### config.mk
export PLATFORM = sky130hd
export DESIGN_NAME = unv_seq
export DESIGN_NICKNAME = d
export VERILOG_FILES = /design/src/unv_pkg.sv /design/src/unv_mem.sv /design/src/unv_seq.sv
export SDC_FILE = /design/constraint.sdc
export NUM_CORES = 1
export LEC_CHECK = 0
export BUFFER_PORTS_ARGS = -buffer_cell sky130_fd_sc_hd__buf_2
export CAP_MARGIN = 15
export CORE_MARGIN = 2
export CORE_UTILIZATION = 45
export CTS_CLUSTER_SIZE = 25
export DETAILED_ROUTE_END_ITERATION = 10
export GPL_TIMING_DRIVEN = 0
export PLACE_DENSITY_LB_ADDON = 0.3
export SYNTH_ARGS = -nofsm -noshare
export SYNTH_HDL_FRONTEND = slang
export SYNTH_SLANG_ARGS = --single-unit
### constraint.sdc
create_clock -name core_clk -period 4.25 [get_ports core_clk]
set_clock_uncertainty 0.05 [all_clocks]
set_input_delay 0.2125 -clock core_clk [delete_from_list [all_inputs] [get_ports core_clk]]
set_output_delay 0.2125 -clock core_clk [all_outputs]
set_load 0.02 [all_outputs]
### src/unv_pkg.sv
// Package: constants, register map, states and carriers of the NVM sequencer
package unv_pkg;

  // ****************************************************************
  // Sizes and limits
  // ****************************************************************
  localparam int USER_STORAGE_BITS = 112;
  localparam int STAGE_WORDS       = 7;    // 16-bit words of user data
  localparam int WORD_W            = 16;
  localparam int CNT_W             = 8;
  localparam logic [7:0] MAX_WRITE_CYCLES = 8'h20;
  localparam int TRIM_W            = 16;

  // ****************************************************************
  // Timing
  // ****************************************************************
  localparam int CLK_HZ          = 100_000_000;
  localparam int OP_DURATION_MS  = 10;
  localparam int OP_DURATION_CYC = (CLK_HZ / 1000) * OP_DURATION_MS;
  localparam int OP_RUN_CYC      = 16;     // default run length of an op

  // ****************************************************************
  // Register offsets (word addresses on the register port)
  // ****************************************************************
  localparam logic [7:0] ADR_STAGE0   = 8'h00; // staging 0..6 at 00..06
  localparam logic [7:0] ADR_READ0    = 8'h08; // readback 0..6 at 08..0e
  localparam logic [7:0] ADR_CNTR     = 8'h10;
  localparam logic [7:0] ADR_CTRL     = 8'h11;
  localparam logic [7:0] ADR_KEY      = 8'h12;
  localparam logic [7:0] ADR_STATUS   = 8'h13;
  localparam logic [7:0] ADR_TRIM     = 8'h14;

  // ****************************************************************
  // Field positions and keys
  // ****************************************************************
  localparam int CTRL_OPSEL_LSB   = 0;     // op_select [1:0]
  localparam int CTRL_ARM_BIT     = 2;     // program_arm
  localparam int CTRL_RELOAD_BIT  = 3;     // reload trigger
  localparam int ST_BUSY_BIT      = 0;     // op_in_progress_flag
  localparam int ST_CRC_BIT       = 1;     // user CRC fault flag
  localparam int ST_LOCK_BIT      = 2;     // write lock
  localparam int ST_KEY1_BIT      = 3;     // first key seen
  localparam logic [19:0] UNLOCK_KEY1 = 20'h1572f;
  localparam logic [19:0] UNLOCK_KEY2 = 20'h1602f;
  localparam logic [1:0]  OP_ERASE    = 2'h2;
  localparam logic [1:0]  OP_WRITE    = 2'h3;
  localparam logic [1:0]  CTRL_RESET  = 2'h0;

  // ****************************************************************
  // Types
  // ****************************************************************
  typedef enum logic [2:0] {
    ST_IDLE, ST_ERASE, ST_WRITE, ST_READ, ST_READ_WAIT
  } unv_state_e;

  typedef struct packed {
    logic        wr;
    logic        rd;
    logic [7:0]  addr;
    logic [31:0] wdata;
  } unv_bus_s;

endpackage

### src/unv_mem.sv
// Nonvolatile array model: user words plus counter word, registered read
`timescale 1ns/10ps
module unv_mem #(
  parameter int WORDS = 8,
  parameter int W     = 16
) (
  // Clock
  input  wire logic                     core_clk,
  // Access
  input  wire logic                     we,
  input  wire logic [$clog2(WORDS)-1:0] waddr,
  input  wire logic [W-1:0]             wdata,
  input  wire logic                     clr,
  input  wire logic [$clog2(WORDS)-1:0] raddr,
  output logic      [W-1:0]             rdata
);

  logic [W-1:0] mem_reg [WORDS];

  // Erase clears everything; programming can only add ones
  always_ff @(posedge core_clk) begin
    if (clr) begin
      for (int i = 0; i < WORDS; i++) begin
        mem_reg[i] <= '0;
      end
    end else if (we) begin
      mem_reg[waddr] <= mem_reg[waddr] | wdata;
    end
    rdata <= mem_reg[raddr];
  end

endmodule

### src/unv_seq.sv
// NVM access sequencer: registers, unlock keys, erase/write/read engine
`timescale 1ns/10ps
module unv_seq
  import unv_pkg::*;
#(
  parameter int OP_CYCLES = unv_pkg::OP_RUN_CYC
) (
  // Clock and reset
  input  wire logic              core_clk,
  input  wire logic              reset_n,
  // Register port
  input  wire unv_pkg::unv_bus_s bus,
  output logic [31:0]            rdata,
  // Status
  output logic                   op_in_progress_flag,
  output logic                   crc_fault
);
  import unv_pkg::*;

  localparam int MW = STAGE_WORDS + 1;     // user words plus counter
  localparam int AW = $clog2(MW);
  localparam int TW = $clog2(OP_DURATION_CYC + 1);

  // ****************************************************************
  // Elaboration checks
  // ****************************************************************
  if (OP_CYCLES < MW + 2 || OP_CYCLES > OP_DURATION_CYC) begin : g_chk
    $error("OP_CYCLES must fit the array walk and 10 ms");
  end
  if (STAGE_WORDS * WORD_W != USER_STORAGE_BITS) begin : g_chk2
    $error("staging does not cover user storage");
  end

  // ****************************************************************
  // State
  // ****************************************************************
  typedef struct packed {
    unv_state_e                           st;
    logic [STAGE_WORDS-1:0][WORD_W-1:0]   stage;
    logic [STAGE_WORDS-1:0][WORD_W-1:0]   readback;
    logic [CNT_W-1:0]                     cntr;
    logic [TRIM_W-1:0]                    trim;
    logic [1:0]                           opsel;
    logic                                 arm;
    logic                                 reload;
    logic                                 key1;
    logic                                 busy;
    logic                                 crc;
    logic                                 lock;
    logic [TW-1:0]                        timer;
    logic [WORD_W-1:0]                    crc_acc;
    logic [31:0]                          rdata;
  } unv_regs_s;

  unv_regs_s r_reg;
  unv_regs_s r_next;

  // Array port signals
  logic              mem_we;
  logic [AW-1:0]     mem_waddr;
  logic [WORD_W-1:0] mem_wdata;
  logic              mem_clr;
  logic [AW-1:0]     mem_raddr;
  logic [WORD_W-1:0] mem_rdata;

  // ****************************************************************
  // Helpers
  // ****************************************************************
  // Index of a word within a 7-word window, or all ones if outside
  function automatic logic [3:0] word_sel(input logic [7:0] a,
                                          input logic [7:0] base);
    logic [7:0] d;
    d = a - base;
    if (a >= base && d < 8'(STAGE_WORDS)) begin
      word_sel = d[3:0];
    end else begin
      word_sel = 4'hf;
    end
  endfunction

  // Simple rotate-xor signature over the written and the downloaded words
  function automatic logic [WORD_W-1:0] sig_step(
      input logic [WORD_W-1:0] acc, input logic [WORD_W-1:0] w);
    sig_step = {acc[WORD_W-2:0], acc[WORD_W-1]} ^ w;
  endfunction

  // ****************************************************************
  // Nonvolatile array
  // ****************************************************************
  unv_mem #(.WORDS(MW), .W(WORD_W)) u_mem (
    .core_clk (core_clk),
    .we       (mem_we),
    .waddr    (mem_waddr),
    .wdata    (mem_wdata),
    .clr      (mem_clr),
    .raddr    (mem_raddr),
    .rdata    (mem_rdata)
  );

  // Array word MW-1 holds the counter; words 0..6 the user data
  // Trim lives in a separate sector that only a read touches
  localparam logic [AW-1:0] CNT_IDX   = AW'(MW - 1);
  // Counter word: count in the low byte, data signature above it
  localparam logic [TRIM_W-1:0] TRIM_SECTOR = 16'h5a5a; // arbitrary value

  // ****************************************************************
  // Next-state logic
  // ****************************************************************
  always_comb begin
    logic [3:0] ws;
    logic       start;
    ws = 4'hf;
    start = 1'b0;
    r_next = r_reg;
    r_next.rdata = '0;
    mem_we = 1'b0;
    mem_clr = 1'b0;
    mem_waddr = '0;
    mem_raddr = '0;
    mem_wdata = '0;

    // Register writes
    if (bus.wr) begin
      ws = word_sel(bus.addr, ADR_STAGE0);
      if (ws != 4'hf) begin
        r_next.stage[ws[2:0]] = bus.wdata[WORD_W-1:0];
      end
      if (bus.addr == ADR_CTRL) begin
        r_next.opsel  = bus.wdata[CTRL_OPSEL_LSB +: 2];
        r_next.arm    = bus.wdata[CTRL_ARM_BIT];
        r_next.reload = bus.wdata[CTRL_RELOAD_BIT];
        // Any change of the arm setup drops a half-entered key
        r_next.key1 = 1'b0;
      end
      if (bus.addr == ADR_KEY) begin
        if (bus.wdata[19:0] == UNLOCK_KEY1) begin
          r_next.key1 = 1'b1;
        end else if (r_reg.key1 && bus.wdata[19:0] == UNLOCK_KEY2) begin
          r_next.key1 = 1'b0;
          start = 1'b1;
        end else begin
          r_next.key1 = 1'b0;
        end
      end
    end

    // Register reads; data stand in the following cycle
    if (bus.rd) begin
      ws = word_sel(bus.addr, ADR_STAGE0);
      if (ws != 4'hf) begin
        r_next.rdata = 32'(r_reg.stage[ws[2:0]]);
      end
      ws = word_sel(bus.addr, ADR_READ0);
      if (ws != 4'hf) begin
        r_next.rdata = 32'(r_reg.readback[ws[2:0]]);
      end
      case (bus.addr)
        ADR_CNTR: r_next.rdata = 32'(r_reg.cntr);
        ADR_CTRL: r_next.rdata = 32'({r_reg.reload, r_reg.arm,
                                      r_reg.opsel});
        ADR_STATUS: r_next.rdata = 32'({r_reg.key1, r_reg.lock,
                                        r_reg.crc, r_reg.busy});
        ADR_TRIM: r_next.rdata = 32'(r_reg.trim);
        default: ;
      endcase
    end

    // Sequencer
    case (r_reg.st)
      ST_IDLE: begin
        r_next.timer = '0;
        r_next.crc_acc = '0;
        if (start && r_reg.arm && !r_reg.lock &&
            r_reg.opsel == OP_ERASE) begin
          r_next.st = ST_ERASE;
          r_next.busy = 1'b1;
        end else if (start && r_reg.arm && !r_reg.lock &&
                     r_reg.cntr < MAX_WRITE_CYCLES &&
                     r_reg.opsel == OP_WRITE) begin
          r_next.st = ST_WRITE;
          r_next.busy = 1'b1;
        end else if (r_reg.reload) begin
          // Download runs without the busy flag
          r_next.st = ST_READ;
        end
      end
      ST_ERASE: begin
        // The whole array is cleared, counter word included; trim is kept
        mem_clr = (r_reg.timer == '0);
        r_next.timer = r_reg.timer + TW'(1);
        if (r_reg.timer == TW'(OP_CYCLES - 1)) begin
          r_next.st = ST_IDLE;
          r_next.busy = 1'b0;
        end
      end
      ST_WRITE: begin
        // Staging words, then counter register plus one
        if (r_reg.timer < TW'(MW)) begin
          mem_we = 1'b1;
          mem_waddr = AW'(r_reg.timer);
          if (AW'(r_reg.timer) == CNT_IDX) begin
            // Signature rides above the count for the download check
            mem_wdata = {r_reg.crc_acc[WORD_W-CNT_W-1:0],
                         r_reg.cntr + CNT_W'(1)};
          end else begin
            mem_wdata = r_reg.stage[AW'(r_reg.timer)];
            r_next.crc_acc = sig_step(r_reg.crc_acc,
                                      r_reg.stage[AW'(r_reg.timer)]);
          end
        end
        r_next.timer = r_reg.timer + TW'(1);
        if (r_reg.timer == TW'(OP_CYCLES - 1)) begin
          r_next.st = ST_IDLE;
          r_next.busy = 1'b0;
          // Counter register follows only on next download
        end
      end
      ST_READ: begin
        // Walk the array; data appear one cycle after address
        mem_raddr = AW'(r_reg.timer);
        if (r_reg.timer != '0 && r_reg.timer <= TW'(MW)) begin
          if (AW'(r_reg.timer - TW'(1)) == CNT_IDX) begin
            r_next.cntr = mem_rdata[CNT_W-1:0];
            // Stored signature against the one just computed
            r_next.crc = mem_rdata[WORD_W-1:CNT_W] !=
                         r_reg.crc_acc[WORD_W-CNT_W-1:0];
            if (mem_rdata[CNT_W-1:0] > MAX_WRITE_CYCLES) begin
              r_next.lock = 1'b1;
            end
          end else begin
            r_next.readback[AW'(r_reg.timer - TW'(1))] = mem_rdata;
            r_next.crc_acc = sig_step(r_reg.crc_acc, mem_rdata);
          end
        end
        r_next.timer = r_reg.timer + TW'(1);
        if (r_reg.timer == TW'(MW)) begin
          r_next.trim = TRIM_SECTOR;
          r_next.st = ST_READ_WAIT;
        end
      end
      ST_READ_WAIT: begin
        // Fault flag holds until the next download; reads end here,
        // well inside 10 ms
        if (!r_reg.reload) begin
          r_next.st = ST_IDLE;
        end
      end
      default: r_next.st = ST_IDLE;
    endcase
  end

  // ****************************************************************
  // Registers
  // ****************************************************************
  always_ff @(posedge core_clk) begin
    if (!reset_n) begin
      r_reg <= '0;
      r_reg.st <= ST_IDLE;
    end else begin
      r_reg <= r_next;
    end
  end

  assign rdata = r_reg.rdata;
  assign op_in_progress_flag = r_reg.busy;
  assign crc_fault = r_reg.crc;

endmodule

==> results of run 1 <==
[cell type report]
class,count,area [sq um]
repair buffers,43,255
inverters,21,78.8
well taps,672,841
plain buffers,224,1030
clock buffers,67,1480
flip-flops and latches,440,10100
clock inverters,25,230
fillers,4596,24400
multi-input cells,1765,11600
[cells by family (layout without fill, tap and decap cells)]
logic type	after synthesis	count (layout)	synth area share [%]
mux	256	256	13.0
simple gates	908	908	18.6
fa+ha+maj	6	6	0.331
compound gates	532	532	16.8
buf+inv	248	380	4.93
other cells	1	16	0.0166
xor+xnor	47	47	1.82
flops	440	440	44.5
[per-stage QoR]
stage | instance area [sq um] | worst slack, ns | util (%) | std cells | hold WS, ns
6_report | 25600 | -0.00177 | 51.2 | 3257 | -0.000601
5_1_grt | 25600 | 0.000913 | 51.2 | 3257 | 0.0238
4_1_cts | 25500 | 0.0183 | 51.1 | 3257 | 0.00281
3_5_place_dp | 23700 | -0.342 | 47.5 | 3160 | 0.390
3_3_place_gp | 23700 | -0.303 | 47.5 | 3159 | 0.389
2_1_floorplan | 22700 | 1.32 | - | 2453 | 0.307
[worst min path at each step]
stage	startpoint	end	slack (ns)	depth (start not counted)
6_report	bus[7]	r_reg[219]	-0.0006	3
3_5_place_dp	r_reg[202]	r_reg[202]	0.39	2
5_1_grt	bus[7]	r_reg[219]	0.02	3
3_3_place_gp	r_reg[202]	r_reg[202]	0.39	2
4_1_cts	bus[6]	r_reg[218]	0.003	3
2_1_floorplan	bus[4]	r_reg[248]	0.31	2
[what timing repair did]
| item | 4_1_cts | 5_1_grt |
|---|---|---|
| hold buffers | 5 | 0 |
| pin swaps | 0 | 1 |
| hold endpoints to repair | 25 | 0 |
| setup endpoints to repair | 48 | 162 |
| setup buffers | 0 | 1 |
| resized for setup | 5 | 19 |
[layer usage]
metal	track usage [%]	share of wire (%)	routed length, um	vias to the layer above
met1	42.0	40	34900	9789
met5	0	0.014	12	-
met4	18.1	5.8	5090	2
li1	-	-	-	8852
met2	52.6	45	39600	1158
met3	6.89	9.7	8570	292
[where the power goes]
part | leakage [nW] | total [W] | switching (W) | internal, W
sequential | 3.72 | 0.00483 | 0.000157 | 0.00467
combinational | 4.27 | 0.00220 | 0.00159 | 0.000616
clock | 0.841 | 0.00451 | 0.00187 | 0.00263
total | 8.84 | 0.0115 | 0.00362 | 0.00792
[cells in the final DEF, fill, tap and decap left out, types with 12 or more instances in the layout]
cell type and count:
a21boi_0 150, mux2i_1 200, and3_1 12, nand3_1 56
a21oi_1 67, a211oi_1 16, inv_1 20, nand2_1 394
conb_1 16, buf_2 61, buf_4 38, xnor2_1 25
edfxtp_1 128, o21ai_0 95, o22ai_1 27, a221oi_1 18
mux4_2 28, clkbuf_16 54, a22o_1 12, nor2b_1 106
mux2_2 28, nand3b_1 12, o2bb2ai_1 22, dfxtp_1 312
nor3_1 26, o211ai_1 12, clkbuf_1 145, buf_1 12
xor2_1 22, nor2_1 202
[tightest hold or removal path, delay by kind of cell]
kind	cells	cell delay, ns
compound gates	1	0.08
simple gates	1	0.10
buf+inv	1	0.21
==> impl_metrics.yaml, run 1 <==
run_status:
  outcome: "complete, but fails checks"
  failed_checks: "negative hold slack, negative setup slack"
finish:
  drive_gt1_share_pct: 11.8
  antenna_cells: 0
  largest_reg_flops: 278
  area_delta_synth_final_pct: 12.9
  final_nets: 2594
die:
  io_pins: 78
  die_width_um: 228
  die_h_um: 228
  die_area_sq_um: 52200
  rows: 82
  floorplan.initialDensity_pct: 45.3
  core_area_sq_um: 50000
setup_path:
  reg2reg_from: "r_reg[48]"
  cp_max_fo: 16
  crit_path_start: "r_reg[48]"
  crit_path_end: "u_mem.mem_reg[2][10]"
  reg2reg_depth: 7
  cp_num_cells: 7
  critical-path-slowest-cell: "nand2_1"
  worstReg2RegEnd: "u_mem.mem_reg[2][10]"
  reg2reg_slack_ns: -0.002
  worstSetupPathType: "register to register"
  crit_path_max_incr_delay_ns: 0.76
  worst_setup_path_start_kind: "register"
  cp_top_family: "buffers and inverters"
  cp_data_required_time_ns: 4.32
  crit_buf_inv: 4
  cp.arrival_ns: 4.32
  crit_path_end_kind: "register"
  path_cells: "buf_4 > buf_2 > buf_2 > nor4_1 > nand2_1 > clkbuf_1 > nand2_1"
clock_tree:
  cts_tree: "built"
  cts_made_buffers: 49
  clk_pin_slew_ns: 0.07
  cts-htree-levels: 2
  cts_root_buf: "clkbuf_16"
  clock_path_buffers: 3
  cts_sinks: 440
  clk_latency_ns: 0.60
sta:
  maxSlewViolCount: 0
  hold_slack_ns: -0.000601
  fmax_ghz: 0.235
  tightest_slew_ns: 1.09
  worst_slack_ns: -0.00177
  setup_tns_ns: -0.00350
  fin_crit_ns: 4.25
  rsz0062_at_grt: "no"
  hold_violations: 1
  relSlewSlack_pct: 27.2
  finalCritPeriodShare_pct: 100
  setup_viol: 2
yosys:
  synth_top_area_share_pct: 27.6
  synth_cells: 2438
  synth_flop_cell: "dfxtp_1"
  synth.area.top_cells: "dfxtp_1 (28%), edfxtp_1 (17%), mux2i_1 (8.8%), nand2_1 (6.6%), a21boi_0 (5.0%)"
  synth_area_per_cell_sq_um: 9.29
  synthTopCellsByCount: "nand2_1 (398), dfxtp_1 (312), nor2_1 (204), mux2i_1 (200), a21boi_0 (150)"
  yosysWarnings: 0
  synth_cell_types: 85
  synth-seq-area-share_pct: 44.5
  async_flop_share_pct: 0
  yosys.area.top_type: "dfxtp_1"
  synth_area_sq_um: 22700
  synth.most_common_cell: "nand2_1"
  ys_ff_latch: 440
  synth_edf_count: 128
global_routing:
  grt_max_degree: 17
  grt_pass1_vias: 19400
  gr-usage-all-layers_pct: 33.0
  antenna_found_initial: 3
  grt_pass1_wl_mm: 129
  grt_overflow: 0
route:
  drc_errors: 0
  routed_wl_mm: 88.3
  avgViaCountPerCell: 6.17
  drt_iter0_markers: 2584
  firstDrtPassIters: 6
  vias: 20100
  ant_nets: 0
  wire_per_inst_um: 27.1
place:
  hpwl_mm: 65.4
  io_buffers: 34
  place.gp.congestion: 0.999
power_and_ir_drop:
  p_total_w: 0.0115
  p_per_area_nw_per_um2: 451
  p_leak_nw: 8.84
  ir_worst_vdd_mv: 0.346
min_path:
  min_path_type: "primary input to register"
flow_run:
  cap_violations: 0
(Power assumes the default switching activity.)
==> inputs of run 2 (changes only) <==
CORE_UTILIZATION = 32   (was 45)
==> run 2 against run 1 <==
  * Core utilization shrank 14 points
  * Highest routed layer is now met4
  * Flip-flop and latch count is the same
  * First-iteration DRC count shrank 6.5%
  * Largest cell class unchanged
  * The run now ends clean
  * Power grew 2.3%
  * Sequential power is essentially flat
  * Register-to-register slack is essentially flat
  * Critical path depth grew 1
  * Global-route usage shrank 8.6 points
  * Largest power group unchanged
  * Sequential share of layout area shrank 0.57 points
==> impl_metrics.yaml, run 2 (same netlist as run 1, synthesis figures left out) <==
sta:
  hold_slack_ns: 0.0328
  rsz0062_at_grt: "no"
  worst_slack_ns: 0.00950
  maxSlewViolCount: 0
  fin_crit_ns: 4.24
  setup_viol: 0
  hold_violations: 0
  finalCritPeriodShare_pct: 99.8
  fmax_ghz: 0.236
  tightest_slew_ns: 1.39
  relSlewSlack_pct: 6.66
min_path:
  min_path_cells: 3
  min_path_type: "primary input to register"
power_and_ir_drop:
  ir_worst_vdd_mv: 0.276
  p_seq_share_pct: 41.0
  switchingPower_w: 0.00368
  internal-power_w: 0.00813
  clkPwrFrac_pct: 40.0
  p_per_area_nw_per_um2: 455
  p_total_w: 0.0118
  comb_power_share_pct: 19.0
  p_leak_nw: 8.84
  p_sw_share_pct: 31.1
finish:
  area_delta_synth_final_pct: 14.6
  utilization_pct: 37.1
  drive_gt1_share_pct: 11.5
  final_nets: 2596
  final_cell_count_no_fill: 3524
  final_cell_mix: "nand2_1 (392), dfxtp_1 (312), nor2_1 (202)"
  final_common_cell: "nand2_1"
  largest_reg_flops: 278
  antenna_cells: 0
global_routing:
  grt_max_degree: 17
  grt_pass1_wl_mm: 133
  antenna_found_initial: 3
  gr-usage-all-layers_pct: 24.5
  grt_pass1_vias: 19400
  grt_overflow: 0
route:
  wire_per_inst_um: 26.0
  vias: 20100
  avgViaCountPerCell: 5.71
  drt_iter0_markers: 2415
  drc_errors: 0
  ant_nets: 0
  routed_wl_mm: 91.5
  firstDrtPassIters: 6
clock_tree:
  clk_latency_ns: 0.62
  cts-htree-levels: 2
  cts_made_buffers: 49
  clock_path_buffers: 3
  cts_root_buf: "clkbuf_16"
  cts_tree: "built"
  cts_sinks: 440
  clk_pin_slew_ns: 0.06
setup_path:
  crit_path_end_kind: "register"
  reg2reg_depth: 8
  cp_max_fo: 16
  cp.arrival_ns: 4.44
  critical-path-slowest-cell: "clkbuf_1"
  crit_path_max_incr_delay_ns: 0.67
  worstSetupPathType: "register to register"
  crit_path_frequent_cell: "buf_2"
  cp_data_required_time_ns: 4.45
  path_cells: "buf_2 > buf_2 > buf_2 > clkbuf_1 > buf_2 > nand4_2 > clkbuf_1 > nand2_4"
  worst_setup_path_start_kind: "register"
place:
  dp.cells: 3429
  hpwl_mm: 67.8
  place.gp.congestion: 0.983
  pre_cts_slack_ns: -0.418
  io_buffers: 34
die:
  io_pins: 78
  die_area_sq_um: 72900
  die_h_um: 270
  core_area_sq_um: 70000
  rows: 97
  floorplan.initialDensity_pct: 32.4
  die_width_um: 270
flow_run:
  cap_violations: 0
run_status:
  outcome: "finished clean"
run 2: cell count changes in the layout (fill, tap and decap cells not counted), moves of 2 or more:
cell / delta
clkbuf_1: +4
clkinv_2: -4
clkbuf_8: -2
bufinv_16: +6
nand2_1: -2
clkbuf_16: -3
run 2: layout make-up:
type | count | area (sq um)
tap | 940 | 1180
clock buffer | 62 | 1380
fill | 7110 | 44100
clock inverter | 27 | 383
sequential | 440 | 10100
timing repair buffer | 42 | 243
inverter | 21 | 78.8
multi-input combinational | 1765 | 11600
buffer | 227 | 1050
run 2: path summary, 6_finish.rpt:
check                                 from  slack [ns]              endpoint
worst max-delay path             r_reg[49]       0.009  u_mem.mem_reg[3][13]
worst min register to register  r_reg[203]        0.40            r_reg[203]
worst min-delay path                bus[3]        0.03            r_reg[215]
worst max register to register   r_reg[49]       0.009  u_mem.mem_reg[3][13]
run 2: per-stage QoR:
step	instance area, sq um	TNS [ns]
6_report	26000	0
2_1_floorplan	22700	0
5_1_grt	26000	0
4_1_cts	25900	-0.00213
3_3_place_gp	24100	-16.13
3_5_place_dp	24100	-18.42
run 2: timing repair:
action / CTS / global route
resized for setup: 9 / 14
setup buffers: 0 / 0
endpoints found under the setup margin: 73 / 168
hold buffers: 6 / 0
endpoints found under the hold margin: 23 / 0
pin swaps: 0 / 0
run 2: worst max-delay path, delay by kind of cell, from the launching register on:
family	cells	cell delay, ns
AND/OR/NAND/NOR	2	0.75
flip-flops	1	0.33
buffers and inverters	6	2.71
run 2: power by group through the flow:
stage	Clock [W]	Combinational, W	Sequential (W)
final	0.00472	0.00225	0.00484
after global routing	0.00493	0.00235	0.00485
after CTS	0.00476	0.00219	0.00483
after detailed placement	0	0.00217	0.00492
after global placement	0	0.00215	0.00491
after floorplan	0	0.00135	0.00483
run 2: layer usage:
layer / wire (um) / track usage, % / part of all wire, % / vias up
met3: 8750 / 5.44 / 9.6 / 237
li1: - / - / - / 8847
met2: 40400 / 38.0 / 44 / 1112
met1: 37700 / 32.1 / 41 / 9909
met4: 4760 / 11.8 / 5.2 / 0
met5: 0 / 0 / 0 / -
==> inputs of run 3 (changes only) <==
ABC_AREA = 1   (was default)
CELL_PAD_IN_SITES_DETAIL_PLACEMENT = 1   (was default)
CELL_PAD_IN_SITES_GLOBAL_PLACEMENT = 1   (was default)
==> run 3 against run 2 <==
  * Synthesized cell count rose by 36%
  * Critical path depth unchanged
  * Worst hold slack got worse by 0.0073 ns
  * Maximum frequency increased by 3.4%
  * Cell area increased by 4.0%
  * Critical path type unchanged
==> impl_metrics.yaml, run 3 <==
global_routing:
  grt_overflow: 0
  met2_usage_pct: 43.6
  gr-usage-all-layers_pct: 26.7
  antenna_found_initial: 0
  grt_pass1_wl_mm: 150
  grt-busiest-layer: "met2"
  grt_max_degree: 17
  use_met1_pct: 35.5
  grt_pass1_vias: 23400
  grt_use_met3_pct: 3.45
yosys:
  synth.area.top_cells: "dfxtp_1 (27%), edfxtp_1 (16%), nand2_1 (13%), a21oi_1 (5.9%), inv_1 (5.8%)"
  async_flop_share_pct: 0
  synth-seq-area-share_pct: 43.0
  synth_xor_xnor_area_share_pct: 0.448
  synth_top_family_by_area: "simple AND/OR/NAND/NOR gates"
  ys_ff_latch: 440
  synth_area_sq_um: 23400
  synth-adder-area-share_pct: 0.320
  synthMuxAreaShare_pct: 0
  yosys.area.top_type: "dfxtp_1"
  synth_edf_count: 128
  synthTopCellsByCount: "nand2_1 (789), inv_1 (362), nor2_1 (361), dfxtp_1 (312), a21oi_1 (274)"
  synth_cell_types: 48
  yosys.area_share.simple_pct: 27.8
  synth.most_common_cell: "nand2_1"
  synth_flop_cell: "dfxtp_1"
  synth_area_per_cell_sq_um: 7.09
  synth_top_area_share_pct: 26.6
  yosysWarnings: 0
  synth_cells: 3306
  synth_compound_gate_area_share_pct: 17.4
power_and_ir_drop:
  p_leak_nw: 10.8
  p_per_area_nw_per_um2: 518
  ir_worst_vdd_mv: 0.328
finish:
  antenna_cells: 0
  largest_reg_flops: 278
  final_common_cell: "nand2_1"
  final_cell_count_no_fill: 4446
  area_delta_synth_final_pct: 15.3
  final_nets: 3494
  utilization_pct: 37.2
  final_cell_mix: "nand2_1 (785), inv_1 (362), nor2_1 (361)"
  drive_gt1_share_pct: 10.2
clock_tree:
  cts-htree-levels: 2
  cts_made_buffers: 53
  cts_tree: "built"
  clk_latency_ns: 0.65
  cts_root_buf: "clkbuf_16"
  clk_pin_slew_ns: 0.07
  cts_sinks: 440
  clock_path_buffers: 3
die:
  io_pins: 78
  die_h_um: 275
  floorplan.initialDensity_pct: 32.2
  die_area_sq_um: 75400
  core_area_sq_um: 72700
  rows: 99
  die_width_um: 275
sta:
  rsz0062_at_grt: "no"
  hold_violations: 0
  tightest_slew_ns: 1.21
  fmax_ghz: 0.244
  finalCritPeriodShare_pct: 96.5
  setup_tns_ns: 0
  relSlewSlack_pct: 19.3
  fin_crit_ns: 4.10
  setup_viol: 0
  maxSlewViolCount: 0
route:
  firstDrtPassIters: 6
  drc_errors: 0
  routed_wl_mm: 102
  avgViaCountPerCell: 5.25
  wire_per_inst_um: 22.9
  ant_nets: 0
  drt_iter0_markers: 1963
  vias: 23400
min_path:
  min_path_cells: 5
  min_path_type: "primary input to register"
run_status:
  outcome: "finished clean"
flow_run:
  cap_violations: 0
setup_path:
  crit_path_max_incr_delay_ns: 0.68
  critical-path-slowest-cell: "clkbuf_1"
  cp_data_required_time_ns: 4.44
  cp_max_fo: 16
  worst_setup_path_start_kind: "register"
  cp.arrival_ns: 4.29
  path_cells: "clkbuf_1 > clkbuf_1 > nand2_1 > buf_2 > nor2_1 > inv_1 > clkbuf_1 > nand2_2"
  crit_path_end_kind: "register"
  crit_path_frequent_cell: "clkbuf_1"
  worstSetupPathType: "register to register"
  reg2reg_depth: 8
place:
  dp.cells: 4327
  io_buffers: 47
  hpwl_mm: 75.0
  place.gp.congestion: 0.948
==> run 3: cell count changes after synthesis, sizes merged, moves of 28 or more <==
cell,delta
a21boi,-155
a21oi,+238
inv,+355
mux2,-28
mux2i,-200
mux4,-28
nand2,+431
nand3,+185
nor2,+187
nor2b,-106
o211ai,+65
o21ai,+135
==> run 3: repair_timing <==
action,CTS,global route
setup endpoints to repair,16,48
pin swaps,0,0
hold buffers,21,0
endpoints found under the hold margin,78,0
gates resized for setup,1,3
cloned,0,0
buffers inserted,0,0
==> run 3: final cells by class <==
| type | count | area [sq um] |
|---|---|---|
| multi-input cells | 2266 | 10800 |
| fillers | 9204 | 45700 |
| flip-flops and latches | 440 | 10100 |
| clock inverters | 26 | 388 |
| inverters | 384 | 1440 |
| plain buffers | 231 | 1140 |
| repair buffers | 68 | 445 |
| clock buffers | 72 | 1480 |
| well taps | 959 | 1200 |
==> run 3: per-stage QoR <==
step / total power, W / hold WS, ns / instance area [sq um] / worst slack [ns]
after floorplan: 0.00732 / 0.297 / 23500 / 1.71
after CTS: 0.0140 / 0.00427 / 27000 / 0.0148
after global placement: 0.00893 / 0.395 / 24900 / 0.0546
final: 0.0140 / 0.0254 / 27000 / 0.150
after global routing: 0.0145 / 0.0653 / 27000 / 0.00452
after detailed placement: 0.00900 / 0.400 / 24900 / 0.0113
==> run 3: per-layer routing <==
metal | up-vias | routed length, um
li1 | 11000 | -
met1 | 11400 | 44700
met2 | 752 | 46000
met3 | 188 | 6510
met4 | 0 | 4390
met5 | - | 0
==> run 3: power breakdown <==
part	leakage [nW]	total [W]	internal, W	switching [W]
logic	6.12	0.00394	0.000854	0.00309
clock network	0.919	0.00498	0.00299	0.00200
registers	3.73	0.00508	0.00488	0.000201
total	10.8	0.0140	0.00872	0.00529
==> run 3: logic make-up after synthesis <==
| family | Yosys count |
|---|---|
| AO/OA/AOI/OAI | 704 |
| XOR/XNOR | 12 |
| adder cells (fa/ha/maj) | 6 |
| buffers and inverters | 615 |
| flip-flops | 440 |
| other | 1 |
| AND/OR/NAND/NOR | 1528 |
==> run 3: worst max-delay path, delay by kind of cell, from the launching register on <==
family                 cells  cell delay, ns
and+or+nand+nor            3            1.12
DFF                        1            0.45
buffers and inverters      5            2.08
==> run 3: worst paths after layout <==
path / start / slack, ns / to
max: r_reg[48] / 0.15 / u_mem.mem_reg[5][10]
min reg2reg: r_reg[179] / 0.41 / r_reg[179]
min: bus[41] / 0.03 / r_reg[71]
max reg2reg: r_reg[48] / 0.15 / u_mem.mem_reg[5][10]
